`src/nprc_defs.svh`:
```
/*
  register offsets, field positions, reset values and timing counts
  for the protocol and bit-rate configuration bank. assumes inclusion by bare name.
*/
`ifndef NPRC_DEFS_SVH
`define NPRC_DEFS_SVH

`define NPRC_ADDR_W 8
`define NPRC_MODE_ADDR 8'h03
`define NPRC_RATE_ADDR 8'h04
`define NPRC_TYPEA_ADDR 8'h05

`define NPRC_MODE_RST 8'h08
`define NPRC_RATE_RST 8'h00
`define NPRC_TYPEA_RST 8'h00

`define NPRC_ROLE_BIT 7
`define NPRC_OM_HI 6
`define NPRC_OM_LO 3
`define NPRC_AR_BIT 0
`define NPRC_TXR_HI 7
`define NPRC_TXR_LO 4
`define NPRC_RXR_HI 3
`define NPRC_RXR_LO 0
`define NPRC_NOTXPAR_BIT 7
`define NPRC_NORXPAR_BIT 6
`define NPRC_F0_BIT 5
`define NPRC_PLEN_HI 4
`define NPRC_PLEN_LO 1
`define NPRC_ANTCOL_BIT 0

`define NPRC_RATE_MAX 4'h6
`define NPRC_RATE_VHBR 4'h4
`define NPRC_RATE_RX_TOP 4'h5
`define NPRC_START_BYTE 8'hF0

`define NPRC_PW_BASE_128 6'h23
`define NPRC_PW_BASE_64 6'h12
`define NPRC_PW_BASE_32 6'h09
`define NPRC_PW_BASE_16 6'h05
`define NPRC_PW_64_CODE5 7'h15
`define NPRC_PW_64_CODE6 7'h14

`endif

```
`src/nprc_pkg.sv`:
```
/*
  types for the protocol and bit-rate configuration bank.
  assumes nothing beyond a systemverilog compiler.
*/
package nprc_pkg;

  typedef enum logic [3:0] {
    NPRC_UNUSED = 4'h0,
    NPRC_PEER_ACTIVE = 4'h1,
    NPRC_TYPE_A = 4'h3,
    NPRC_TYPE_B = 4'h2,
    NPRC_TYPE_F = 4'h6,
    NPRC_TYPE1_TAG = 4'h7,
    NPRC_SUBC_STREAM = 4'h5,
    NPRC_BPSK_STREAM = 4'h4,
    NPRC_TGT_DETECT = 4'hC,
    NPRC_TGT_NORMAL = 4'hD
  } nprc_mode_type;

  typedef struct packed {
    logic [7:0] mode;
    logic [7:0] rate;
    logic [7:0] typea;
  } nprc_regs_type;

  typedef struct packed {
    nprc_mode_type op_mode;
    logic txrx_enable;
    logic [3:0] transmit_speed_code;
    logic [3:0] receive_speed_code;
    logic no_tx_parity;
    logic raw_receive;
    logic transport_frame_format;
    logic [5:0] pulse_width;
    logic pulse_width_valid;
    logic anticollision_frame;
  } nprc_frame_cfg_type;

endpackage

```
`src/nprc_config.sv`:
```
/*
  protocol, role, bit-rate and type-a framing configuration registers with decode.
  assumes a one-cycle strobe register port on clk, command pulses and frame
  start/end from same-clock framing logic, and an asynchronous field detector level.
*/
// Operation
// - bit 7 role; mode bits decode per role
// - initiator mode codes select seven protocols
// - target codes 0000 detect, 0001 normal
// - unsupported mode disables transmit and receive
// - defaults at reset and set-default command
// - auto collision avoidance on field off
// - upper nibble tx rate, lower rx
// - rate codes 0..6 give fc/128..fc/2
// - very-high tx rates only with type B
// - very-high rx only fc/8 and fc/4
// - unsupported rate disables transmit and receive
// - go-normal command loads rate register
// - no tx parity; host uses no-crc transmit
// - raw receive skips parity and crc
// - transport frame adds and strips F0
// - pulse width code in carrier periods
`timescale 1ns/10ps
`include "nprc_defs.svh"

module nprc_config (
  input wire logic clk,
  input wire logic rstn,
  input wire logic [`NPRC_ADDR_W-1:0] reg_addr,
  input wire logic [7:0] reg_wdata,
  input wire logic reg_wr,
  input wire logic reg_rd,
  output logic [7:0] reg_rdata,
  input wire logic set_default_cmd,
  input wire logic go_normal_peer_cmd,
  input wire logic [7:0] go_normal_rate,
  input wire logic frame_start,
  input wire logic frame_end,
  input wire logic ext_field_on,
  output logic frame_active,
  output nprc_pkg::nprc_frame_cfg_type frame_cfg,
  output logic live_txrx_enable,
  output logic auto_response_collision_avoid,
  output logic [7:0] start_byte
);
  import nprc_pkg::*;

  nprc_regs_type regs_r;
  nprc_frame_cfg_type live_cfg;
  nprc_frame_cfg_type frame_cfg_r;
  logic frame_active_r;
  logic [7:0] reg_rdata_r;
  logic [2:0] field_sync_r;
  logic field_on_r;
  logic rfca_r;
  logic role_target;
  logic [3:0] om_code;
  logic mode_ok;
  logic rate_ok;
  logic [3:0] tx_code;
  logic [3:0] rx_code;
  logic [6:0] pw_ext;
  logic pw_ok;
  nprc_mode_type op_mode_dec;

  assign start_byte = `NPRC_START_BYTE;

  // mode, rate and type-a registers
  always_ff @(posedge clk or negedge rstn)
  begin
    if (!rstn)
    begin
      regs_r.mode <= `NPRC_MODE_RST;
      regs_r.rate <= `NPRC_RATE_RST;
      regs_r.typea <= `NPRC_TYPEA_RST;
    end
    else if (set_default_cmd)
    begin
      regs_r.mode <= `NPRC_MODE_RST;
      regs_r.rate <= `NPRC_RATE_RST;
      regs_r.typea <= `NPRC_TYPEA_RST;
    end
    else
    begin
      if (reg_wr && reg_addr == `NPRC_MODE_ADDR)
      begin
        regs_r.mode <= reg_wdata;
      end
      if (reg_wr && reg_addr == `NPRC_TYPEA_ADDR)
      begin
        regs_r.typea <= reg_wdata;
      end
      if (go_normal_peer_cmd)
      begin
        regs_r.rate <= go_normal_rate;
      end
      else if (reg_wr && reg_addr == `NPRC_RATE_ADDR)
      begin
        regs_r.rate <= reg_wdata;
      end
    end
  end

  // read data, one cycle after the strobe
  always_ff @(posedge clk or negedge rstn)
  begin
    if (!rstn)
    begin
      reg_rdata_r <= 8'h00;
    end
    else if (reg_rd)
    begin
      case (reg_addr)
        `NPRC_MODE_ADDR: reg_rdata_r <= regs_r.mode;
        `NPRC_RATE_ADDR: reg_rdata_r <= regs_r.rate;
        `NPRC_TYPEA_ADDR: reg_rdata_r <= regs_r.typea;
        default: reg_rdata_r <= 8'h00;
      endcase
    end
    else
    begin
      reg_rdata_r <= 8'h00;
    end
  end
  assign reg_rdata = reg_rdata_r;

  assign role_target = regs_r.mode[`NPRC_ROLE_BIT];
  assign om_code = regs_r.mode[`NPRC_OM_HI:`NPRC_OM_LO];
  assign tx_code = regs_r.rate[`NPRC_TXR_HI:`NPRC_TXR_LO];
  assign rx_code = regs_r.rate[`NPRC_RXR_HI:`NPRC_RXR_LO];

  // pulse width: base plus signed code, per rate; fixed values for codes 5 and 6 at fc/64
  always_comb
  begin
    pw_ext = 7'h00;
    pw_ok = 1'b0;
    case (tx_code)
      4'h0:
      begin
        pw_ext = 7'({1'b0, `NPRC_PW_BASE_128} + {{3{regs_r.typea[`NPRC_PLEN_HI]}},
                 regs_r.typea[`NPRC_PLEN_HI:`NPRC_PLEN_LO]});
        pw_ok = 1'b1;
      end
      4'h1:
      begin
        pw_ext = 7'({1'b0, `NPRC_PW_BASE_64} + {{3{regs_r.typea[`NPRC_PLEN_HI]}},
                 regs_r.typea[`NPRC_PLEN_HI:`NPRC_PLEN_LO]});
        pw_ok = !(regs_r.typea[`NPRC_PLEN_HI:`NPRC_PLEN_LO] inside {4'h7, 4'h8, 4'h9});
        if (regs_r.typea[`NPRC_PLEN_HI:`NPRC_PLEN_LO] == 4'h5)
        begin
          pw_ext = `NPRC_PW_64_CODE5;
        end
        if (regs_r.typea[`NPRC_PLEN_HI:`NPRC_PLEN_LO] == 4'h6)
        begin
          pw_ext = `NPRC_PW_64_CODE6;
        end
      end
      4'h2:
      begin
        pw_ext = 7'({1'b0, `NPRC_PW_BASE_32} + {{3{regs_r.typea[`NPRC_PLEN_HI]}},
                 regs_r.typea[`NPRC_PLEN_HI:`NPRC_PLEN_LO]});
        pw_ok = (regs_r.typea[`NPRC_PLEN_HI:`NPRC_PLEN_LO] inside {[4'h0:4'h4], [4'hC:4'hF]});
      end
      4'h3:
      begin
        pw_ext = 7'({1'b0, `NPRC_PW_BASE_16} + {{3{regs_r.typea[`NPRC_PLEN_HI]}},
                 regs_r.typea[`NPRC_PLEN_HI:`NPRC_PLEN_LO]});
        pw_ok = (regs_r.typea[`NPRC_PLEN_HI:`NPRC_PLEN_LO] inside {[4'h0:4'h3], [4'hD:4'hF]});
      end
      default:
      begin
        pw_ext = 7'h00;
        pw_ok = 1'b0;
      end
    endcase
    if (!pw_ok)
    begin
      pw_ext = 7'h00;
    end
  end

  // role and operating-mode decode
  always_comb
  begin
    op_mode_dec = NPRC_UNUSED;
    if (role_target)
    begin
      case (om_code)
        4'h0: op_mode_dec = NPRC_TGT_DETECT;
        4'h1: op_mode_dec = NPRC_TGT_NORMAL;
        default: op_mode_dec = NPRC_UNUSED;
      endcase
    end
    else
    begin
      case (om_code)
        4'h0: op_mode_dec = NPRC_PEER_ACTIVE;
        4'h1: op_mode_dec = NPRC_TYPE_A;
        4'h2: op_mode_dec = NPRC_TYPE_B;
        4'h3: op_mode_dec = NPRC_TYPE_F;
        4'h4: op_mode_dec = NPRC_TYPE1_TAG;
        4'hE: op_mode_dec = NPRC_SUBC_STREAM;
        4'hF: op_mode_dec = NPRC_BPSK_STREAM;
        default: op_mode_dec = NPRC_UNUSED;
      endcase
    end
  end

  // live decode of the current settings
  always_comb
  begin
    live_cfg = '0;
    live_cfg.op_mode = op_mode_dec;
    live_cfg.transmit_speed_code = tx_code;
    live_cfg.receive_speed_code = rx_code;
    live_cfg.txrx_enable = mode_ok && rate_ok;
    live_cfg.no_tx_parity = regs_r.typea[`NPRC_NOTXPAR_BIT];
    live_cfg.raw_receive = regs_r.typea[`NPRC_NORXPAR_BIT];
    // transport frame only in peer modes
    live_cfg.transport_frame_format = regs_r.typea[`NPRC_F0_BIT] &&
      (op_mode_dec inside {NPRC_PEER_ACTIVE, NPRC_TGT_DETECT, NPRC_TGT_NORMAL});
    live_cfg.pulse_width = pw_ext[5:0];
    live_cfg.pulse_width_valid = pw_ok;
    live_cfg.anticollision_frame = regs_r.typea[`NPRC_ANTCOL_BIT];
  end

  assign mode_ok = (op_mode_dec != NPRC_UNUSED);
  assign rate_ok = (tx_code <= `NPRC_RATE_MAX) && (rx_code <= `NPRC_RATE_RX_TOP) &&
    ((tx_code < `NPRC_RATE_VHBR) || (op_mode_dec == NPRC_TYPE_B));
  assign live_txrx_enable = live_cfg.txrx_enable;

  always_ff @(posedge clk or negedge rstn)
  begin
    if (!rstn)
    begin
      frame_active_r <= 1'b0;
      frame_cfg_r <= '0;
    end
    else if (frame_start && !frame_active_r)
    begin
      frame_active_r <= 1'b1;
      frame_cfg_r <= live_cfg;
    end
    else if (frame_end)
    begin
      frame_active_r <= 1'b0;
    end
  end
  assign frame_active = frame_active_r;
  assign frame_cfg = frame_cfg_r;

  // field detector synchroniser
  always_ff @(posedge clk or negedge rstn)
  begin
    if (!rstn)
    begin
      field_sync_r <= 3'b000;
      field_on_r <= 1'b0;
    end
    else
    begin
      field_sync_r <= {field_sync_r[1:0], ext_field_on};
      if (field_sync_r[1] == field_sync_r[2])
      begin
        field_on_r <= field_sync_r[2];
      end
    end
  end

  // auto response start on field off
  always_ff @(posedge clk or negedge rstn)
  begin
    if (!rstn)
    begin
      rfca_r <= 1'b0;
    end
    else
    begin
      rfca_r <= regs_r.mode[`NPRC_AR_BIT] && field_on_r && (field_sync_r[1] == field_sync_r[2])
        && !field_sync_r[2];
    end
  end
  assign auto_response_collision_avoid = rfca_r;

  // checks
  a_default_load: assert property (@(posedge clk) disable iff (!rstn)
    set_default_cmd |=> (regs_r.mode == `NPRC_MODE_RST && regs_r.rate == `NPRC_RATE_RST
      && regs_r.typea == `NPRC_TYPEA_RST))
    else $error("set-default did not restore defaults");
  a_go_normal_load: assert property (@(posedge clk) disable iff (!rstn)
    (go_normal_peer_cmd && !set_default_cmd) |=> regs_r.rate == $past(go_normal_rate))
    else $error("go-normal did not load rate");
  a_read_data: assert property (@(posedge clk) disable iff (!rstn)
    (reg_rd && reg_addr == `NPRC_RATE_ADDR) |=> reg_rdata == $past(regs_r.rate))
    else $error("rate read mismatch");
  a_mode_gate: assert property (@(posedge clk) disable iff (!rstn)
    (role_target && om_code > 4'h1) |-> !live_txrx_enable)
    else $error("unsupported target mode left enabled");
  a_init_decode: assert property (@(posedge clk) disable iff (!rstn)
    (!role_target && om_code == 4'h2) |-> live_cfg.op_mode == NPRC_TYPE_B)
    else $error("initiator type b decode wrong");
  a_vhbr_gate: assert property (@(posedge clk) disable iff (!rstn)
    (tx_code >= `NPRC_RATE_VHBR && live_cfg.op_mode != NPRC_TYPE_B) |-> !live_txrx_enable)
    else $error("very-high tx rate outside type b");
  a_rx_rate_gate: assert property (@(posedge clk) disable iff (!rstn)
    (rx_code == 4'h6) |-> !live_txrx_enable)
    else $error("fc/2 receive left enabled");
  a_pulse_width: assert property (@(posedge clk) disable iff (!rstn)
    (tx_code == 4'h0 && regs_r.typea[`NPRC_PLEN_HI:`NPRC_PLEN_LO] == 4'h8) |-> live_cfg.pulse_width == 6'h1B)
    else $error("pulse width code 1000 not 27");
  a_frame_hold: assert property (@(posedge clk) disable iff (!rstn)
    (frame_active_r && !frame_end) |=> frame_active_r && $stable(frame_cfg_r))
    else $error("frame settings changed mid frame");
  a_auto_resp: assert property (@(posedge clk) disable iff (!rstn)
    auto_response_collision_avoid |-> ($past(regs_r.mode[`NPRC_AR_BIT]) && $past(field_on_r) && !field_on_r))
    else $error("auto response without enable and field off");
  a_target_decode: assert property (@(posedge clk) disable iff (!rstn)
    (role_target && om_code == 4'h1) |-> live_cfg.op_mode == NPRC_TGT_NORMAL)
    else $error("target normal decode wrong");
  a_rate_top: assert property (@(posedge clk) disable iff (!rstn)
    (tx_code > 4'h6 || rx_code > 4'h5) |-> !live_txrx_enable)
    else $error("unused rate code left enabled");
  a_frame_snap: assert property (@(posedge clk) disable iff (!rstn)
    (frame_start && !frame_active_r) |=> (frame_active_r && frame_cfg_r == $past(live_cfg)))
    else $error("frame settings not captured at start");
  a_transport_peer: assert property (@(posedge clk) disable iff (!rstn)
    (regs_r.typea[`NPRC_F0_BIT] && !role_target && om_code == 4'h0) |-> live_cfg.transport_frame_format)
    else $error("transport frame flag missing in peer mode");

endmodule

```
`config.mk`:
```
export PLATFORM = sky130hd
export DESIGN_NAME = nprc_config
export DESIGN_NICKNAME = d
export VERILOG_FILES = /design/src/nprc_pkg.sv /design/src/nprc_config.sv
export VERILOG_INCLUDE_DIRS = /design/src
export SDC_FILE = /design/constraint.sdc
export NUM_CORES = 1
export LEC_CHECK = 0
export BUFFER_PORTS_ARGS = -buffer_cell sky130_fd_sc_hd__buf_2
export CAP_MARGIN = 40
export CELL_PAD_IN_SITES_DETAIL_PLACEMENT = 0
export CELL_PAD_IN_SITES_GLOBAL_PLACEMENT = 2
export CORE_MARGIN = 5
export CORE_UTILIZATION = 34
export CTS_CLUSTER_SIZE = 28
export DETAILED_ROUTE_END_ITERATION = 12
export HOLD_SLACK_MARGIN = 0.05
export PLACE_DENSITY_LB_ADDON = 0.1
export SETUP_SLACK_MARGIN = 0.15
export SYNTH_ARGS = -nofsm -noshare
export SYNTH_HDL_FRONTEND = slang
export SYNTH_SLANG_ARGS = --single-unit
```
`constraint.sdc`:
```
create_clock -name clk -period 2.5 [get_ports clk]
set_input_delay 0.5 -clock clk [delete_from_list [all_inputs] [get_ports clk]]
set_output_delay 0.5 -clock clk [all_outputs]
set_load 0.02 [all_outputs]
```
### After elaboration in Yosys (flattened, before gate mapping)

Cells that the tools add are included.

| word-level totals | value |
|---|---|
| register bits after elaboration | 62 |
| input bits | 33 |

| operators by class | value |
|---|---|
| reductions and logical operators | 30 |
| multiplexer cells | 17 |
| $add $sub $neg | 4 |
| equality and inequality tests | 22 |
| order comparisons | 9 |

Operator list:

| kind | count |
|---|---|
| $mux 8 | 5 |
| $eq 4x4->1 const B | 6 |
| $mux 24 | 1 |
| $pmux 6 s4 | 1 |
| $pmux 8 s3 | 1 |
| $pmux 3 s7 | 1 |
| $eq 4x2->1 const B | 5 |
| $mux 6 | 3 |
| $eq 4x3->1 const B | 4 |
| $eq 8x3->1 const B | 2 |
| $logic_and 1x1->1 | 15 |
| $eq 4x1->1 const B | 3 |
| $le 4x3->1 const B | 3 |
| $reduce_bool 2->1 | 5 |
| $reduce_bool 3->1 | 3 |
| $eq 8x2->1 const B | 1 |
| $ge 4x4->1 const B | 2 |
| $logic_not 4->1 | 2 |
| $pmux 4 s2 | 1 |
| $add 5x4->6 const A | 1 |
| $add 6x4->6 const A | 1 |
| $add 6x6->6 const A | 1 |
| $add 4x4->5 const A | 1 |
| $ge 4x1->1 const B | 1 |
| other kinds (10) | 13 |

### Logic depth before layout (Yosys ltp)

| logic depth | value |
|---|---|
| depth after elaboration | 7 |
| depth in mapped cells | 7 |

### Least setup slack after synthesis

Ideal clock, no wire load.

| path | value |
|---|---|
| kind | register -> output |
| from | register regs_r (netlist bit om_code[1]) |
| to | output port live_txrx_enable |
| data arrival time | 1551 ps |
| stages on the path, launching flop included | 7 |
| setup slack | 449 ps |
| buffers on the path | 1 |
| required time | 2000 ps |
| cell sequence | dfrtp_1 clkbuf_1 nor3_1 a31oi_1 a211oi_1 nor2_1 nor2_1 |

| between the ends | value |
|---|---|
| cells in the longest elaborated chain, start to end | 7 |
| elaborated cells on any way between the ends | 15 |

Ends and longest elaborated chain:

| item | RTL line | RTL |
|---|---|---|
| from (decl) | nprc_config.sv:48 | `nprc_regs_type regs_r;` |
| $eq 4x4->1, or another cell as far along | nprc_config.sv:196 | `case (om_code)` |
| $pmux 3 s7 / $pmux 4 s2 (equally long branches) | nprc_config.sv:196, nprc_config.sv:188 |  |
| $mux 4 * | nprc_config.sv:186 | `if (role_target)` |
| $eq 4x2->1 | nprc_config.sv:229 | `` ((tx_code < `NPRC_RATE_VHBR) \|\| (op_mode_dec == NPRC_TYPE_B)); `` |
| $logic_or 1x1->1 | nprc_config.sv:229 |  |
| $logic_and 1x1->1 | nprc_config.sv:228 | `` assign rate_ok = (tx_code <= `NPRC_RATE_MAX) && (rx_code <= `NPRC_RATE_RX_TOP) && `` |
| $logic_and 1x1->1 * | nprc_config.sv:216 | `live_cfg.txrx_enable = mode_ok && rate_ok;` |
| to (decl) | nprc_config.sv:42 | `output logic live_txrx_enable,` |

Mark *: on every way between the ends. The rest lies on a longest branch, timed or not.

### Worst setup path in the final report

| path | value |
|---|---|
| from | register regs_r (netlist bit om_code[0]) |
| to | output port live_txrx_enable |

Same word-level chain as after synthesis.

==> metrics.cfg <==
[outcome]
status = finished clean

[sta]
worstMarginPinSlew_ns = 0.523
slew_viol_final = 0
period_minus_slack_ns = 2.18
grt_setup_unrepaired = false
fin_crit_sh_pct = 87.4
finalClockSkew_ns = 0.00935
setup_slack_ns = 0.316
tns_ns = 0
fmax_mhz = 458
finalSetupViolations = 0
hold-worst-slack_ns = 0.170
hold_violations = 0
slew_headroom_pct = 65.1

[clocking]
cts_tree = yes
ctsHoldBuffers = 0
clkLatencyLatePin_ns = 0.34
ctsLongestPathBuffers = 2
clkTransAtPathRegs_ns = 0.07
htree_levels = 3
ctsRootBufferMaster = clkbuf_8
cts_made_buffers = 9
cts.sinks = 62

[yosys]
yosys.area.top_type_share_pct = 46.2
yosys.cell_types.count = 54
async_flop_share_pct = 100
ys_warn_count = 0
yosys.area.top_type = dfrtp_1
synth_commonest_cells = dfrtp_1 (61), nor2_1 (41), mux2i_1 (24), nand2_1 (24), mux2_2 (17)
syn_inst = 317
syn-cell-area_um2 = 3310
synth_most_common_cell = dfrtp_1
ys_ff_latch = 62
yosysSeqAreaShare_pct = 47.0
ys.flop_type = dfrtp_1
synth_edf_count = 0
avgSynthCellArea_um2 = 10.4
synth_area_leaders = dfrtp_1 (46%), mux2i_1 (7.3%), mux2_2 (5.8%)

[power]
vdd_ir_drop_max_mv = 0.336
p_leak_nw = 2.06
pwr_density_cell_nw_per_um2 = 605
p_total_mw = 2.45

[route]
postRouteAntennaNets = 0
dr.pass1.iters = 4
vias = 2576
drt-initial-drc-count = 99
routedWlPerCell_um = 16.1
via_per_inst = 4.86
drc = 0
wl_mm = 8.56

[finish]
drive_above_1_share_pct = 35.3
final_cell_count_no_fill = 530
fin_area_um2 = 4040
utilization_pct = 41.9
layout.nets = 433
n_antenna_cell = 0
area_growth_pct = 22.3

[placed_design]
gp_congestion = 0.753
placed_cell_area_um2 = 3760
hpwl_mm = 6.10
place_ws_ns = 0.333
io_buffers = 67
place_inst = 506

[worst_setup_path]
crit_path_max_incr_delay_ns = 0.57
crit_path_top_delay_cell = dfstp_2
arrival_ns = 1.68
start_kind = register
path_class = register to output port
crit_buf_inv = 1
cp_top_family = flip-flops
crit_fanout = 4
critical_path_required_ns = 2.00
worstSetupEndpointType = output port
path_cells = nor2b_1 > o21ai_0 > a211oi_2 > nor2_2 > nor2_1 > buf_2

[floorplan]
dieArea_um2 = 11800
dieHeight_um = 109
num_rows = 36
core-area_um2 = 9640
ios = 76
die_x_um = 109
start_util_pct = 34.3

[grt]
grt.total_usage_pct = 15.1
antenna_found_initial = 0
grt_max_degree = 63
grt_pass1_vias = 2508
overflow = 0
grt_pass1_wl_mm = 13.7

[hold_path]
hp-class = input port to async pin

[run]
cap_violations = 0

-- worst register-to-register path: cells and delay by family (launching register included) --
family,cells,cell delay (ns)
AND/OR/NAND/NOR,1,0.14
flip-flops,1,0.51
AO/OA/AOI/OAI,4,0.89
buffers and inverters,1,0.21
adder cells (fa/ha/maj),1,0.31
-- path summary, 6_finish.rpt --
kind | startpoint | end | slack (ns) | depth (start not counted)
min in group clk | ext_field_on | field_sync_r[0] | 0.26 | 1
min | rstn | frame_cfg[5] | 0.17 | 2
max | om_code[0] | live_txrx_enable | 0.32 | 6
max in group asynchronous | rstn | om_code[0] | 2.01 | 2
max reg2reg | regs_r[1] | frame_cfg[6] | 0.39 | 7
min reg2reg | field_sync_r[0] | field_sync_r[1] | 0.36 | 0
-- registers in the layout, indices dropped and copies added (netlist names) --
signal,count
frame_cfg,24
regs_r,9
auto_response_collision_avoid,1
frame_active,1
reg_rdata,8
field_sync_r,3
field_on_r,1
om_code,4
live_cfg,11
-- layout make-up --
cell class / count / area [um^2]
Fill cell: 977 / 5600
Inverter: 10 / 37.5
Timing Repair Buffer: 86 / 485
Clock buffer: 10 / 138
Sequential cell: 62 / 1560
Tap cell: 133 / 166
Multi-Input combinational cell: 223 / 1590
Clock inverter: 6 / 68.8
-- layout by cell type, fill, tap and decap left out, drive strengths merged, types with 2 or more instances in the layout --
cell / instances
a311o: 2
nand2: 24
a21o: 2
mux2: 17
dfrtp: 61
conb: 8
nor3b: 2
a22o: 4
a21oi: 6
inv: 10
clkbuf: 12
nor2b: 4
nor2: 44
buf: 84
a22oi: 9
or4: 2
nand3: 4
o21ai: 16
o311ai: 2
a32o: 2
a211o: 2
o31ai: 4
a31oi: 5
a211oi: 10
clkinv: 4
ha: 8
xnor2: 3
mux2i: 24
o211ai: 2
nor3: 3
-- kinds of logic (layout without fill, tap and decap cells) --
group | count (synthesis) | in the layout | synth area share (%)
AO/OA/AOI/OAI | 70 | 70 | 16.0
XOR/XNOR | 4 | 4 | 1.06
adder cells (fa/ha/maj) | 9 | 9 | 3.33
buffers and inverters | 38 | 112 | 6.13
flip-flops | 62 | 62 | 47.0
multiplexers | 41 | 41 | 13.1
other | 2 | 8 | 0.227
AND/OR/NAND/NOR | 91 | 91 | 13.2
-- power breakdown --
| group | total, mW | switching, mW | internal [mW] | leakage (nW) |
|---|---|---|---|---|
| registers | 1.13 | 0.0498 | 1.08 | 0.818 |
| logic | 0.415 | 0.255 | 0.160 | 1.14 |
| clock network | 0.907 | 0.415 | 0.492 | 0.103 |
-- metal layers --
layer  up-vias  track usage, %  share of wire, %
li1       1266               -                 -
met1      1232            21.4                48
met2        69            23.3                47
met3         9            3.22               4.4
met4         0            4.33               1.2
met5         -               0                 0
-- repair_timing --
action                                  4_1_cts  5_1_grt
setup buffers                                 0        8
resized for setup                             0        8
endpoints found under the setup margin        0        1
Power figures use the tool's default switching activity.
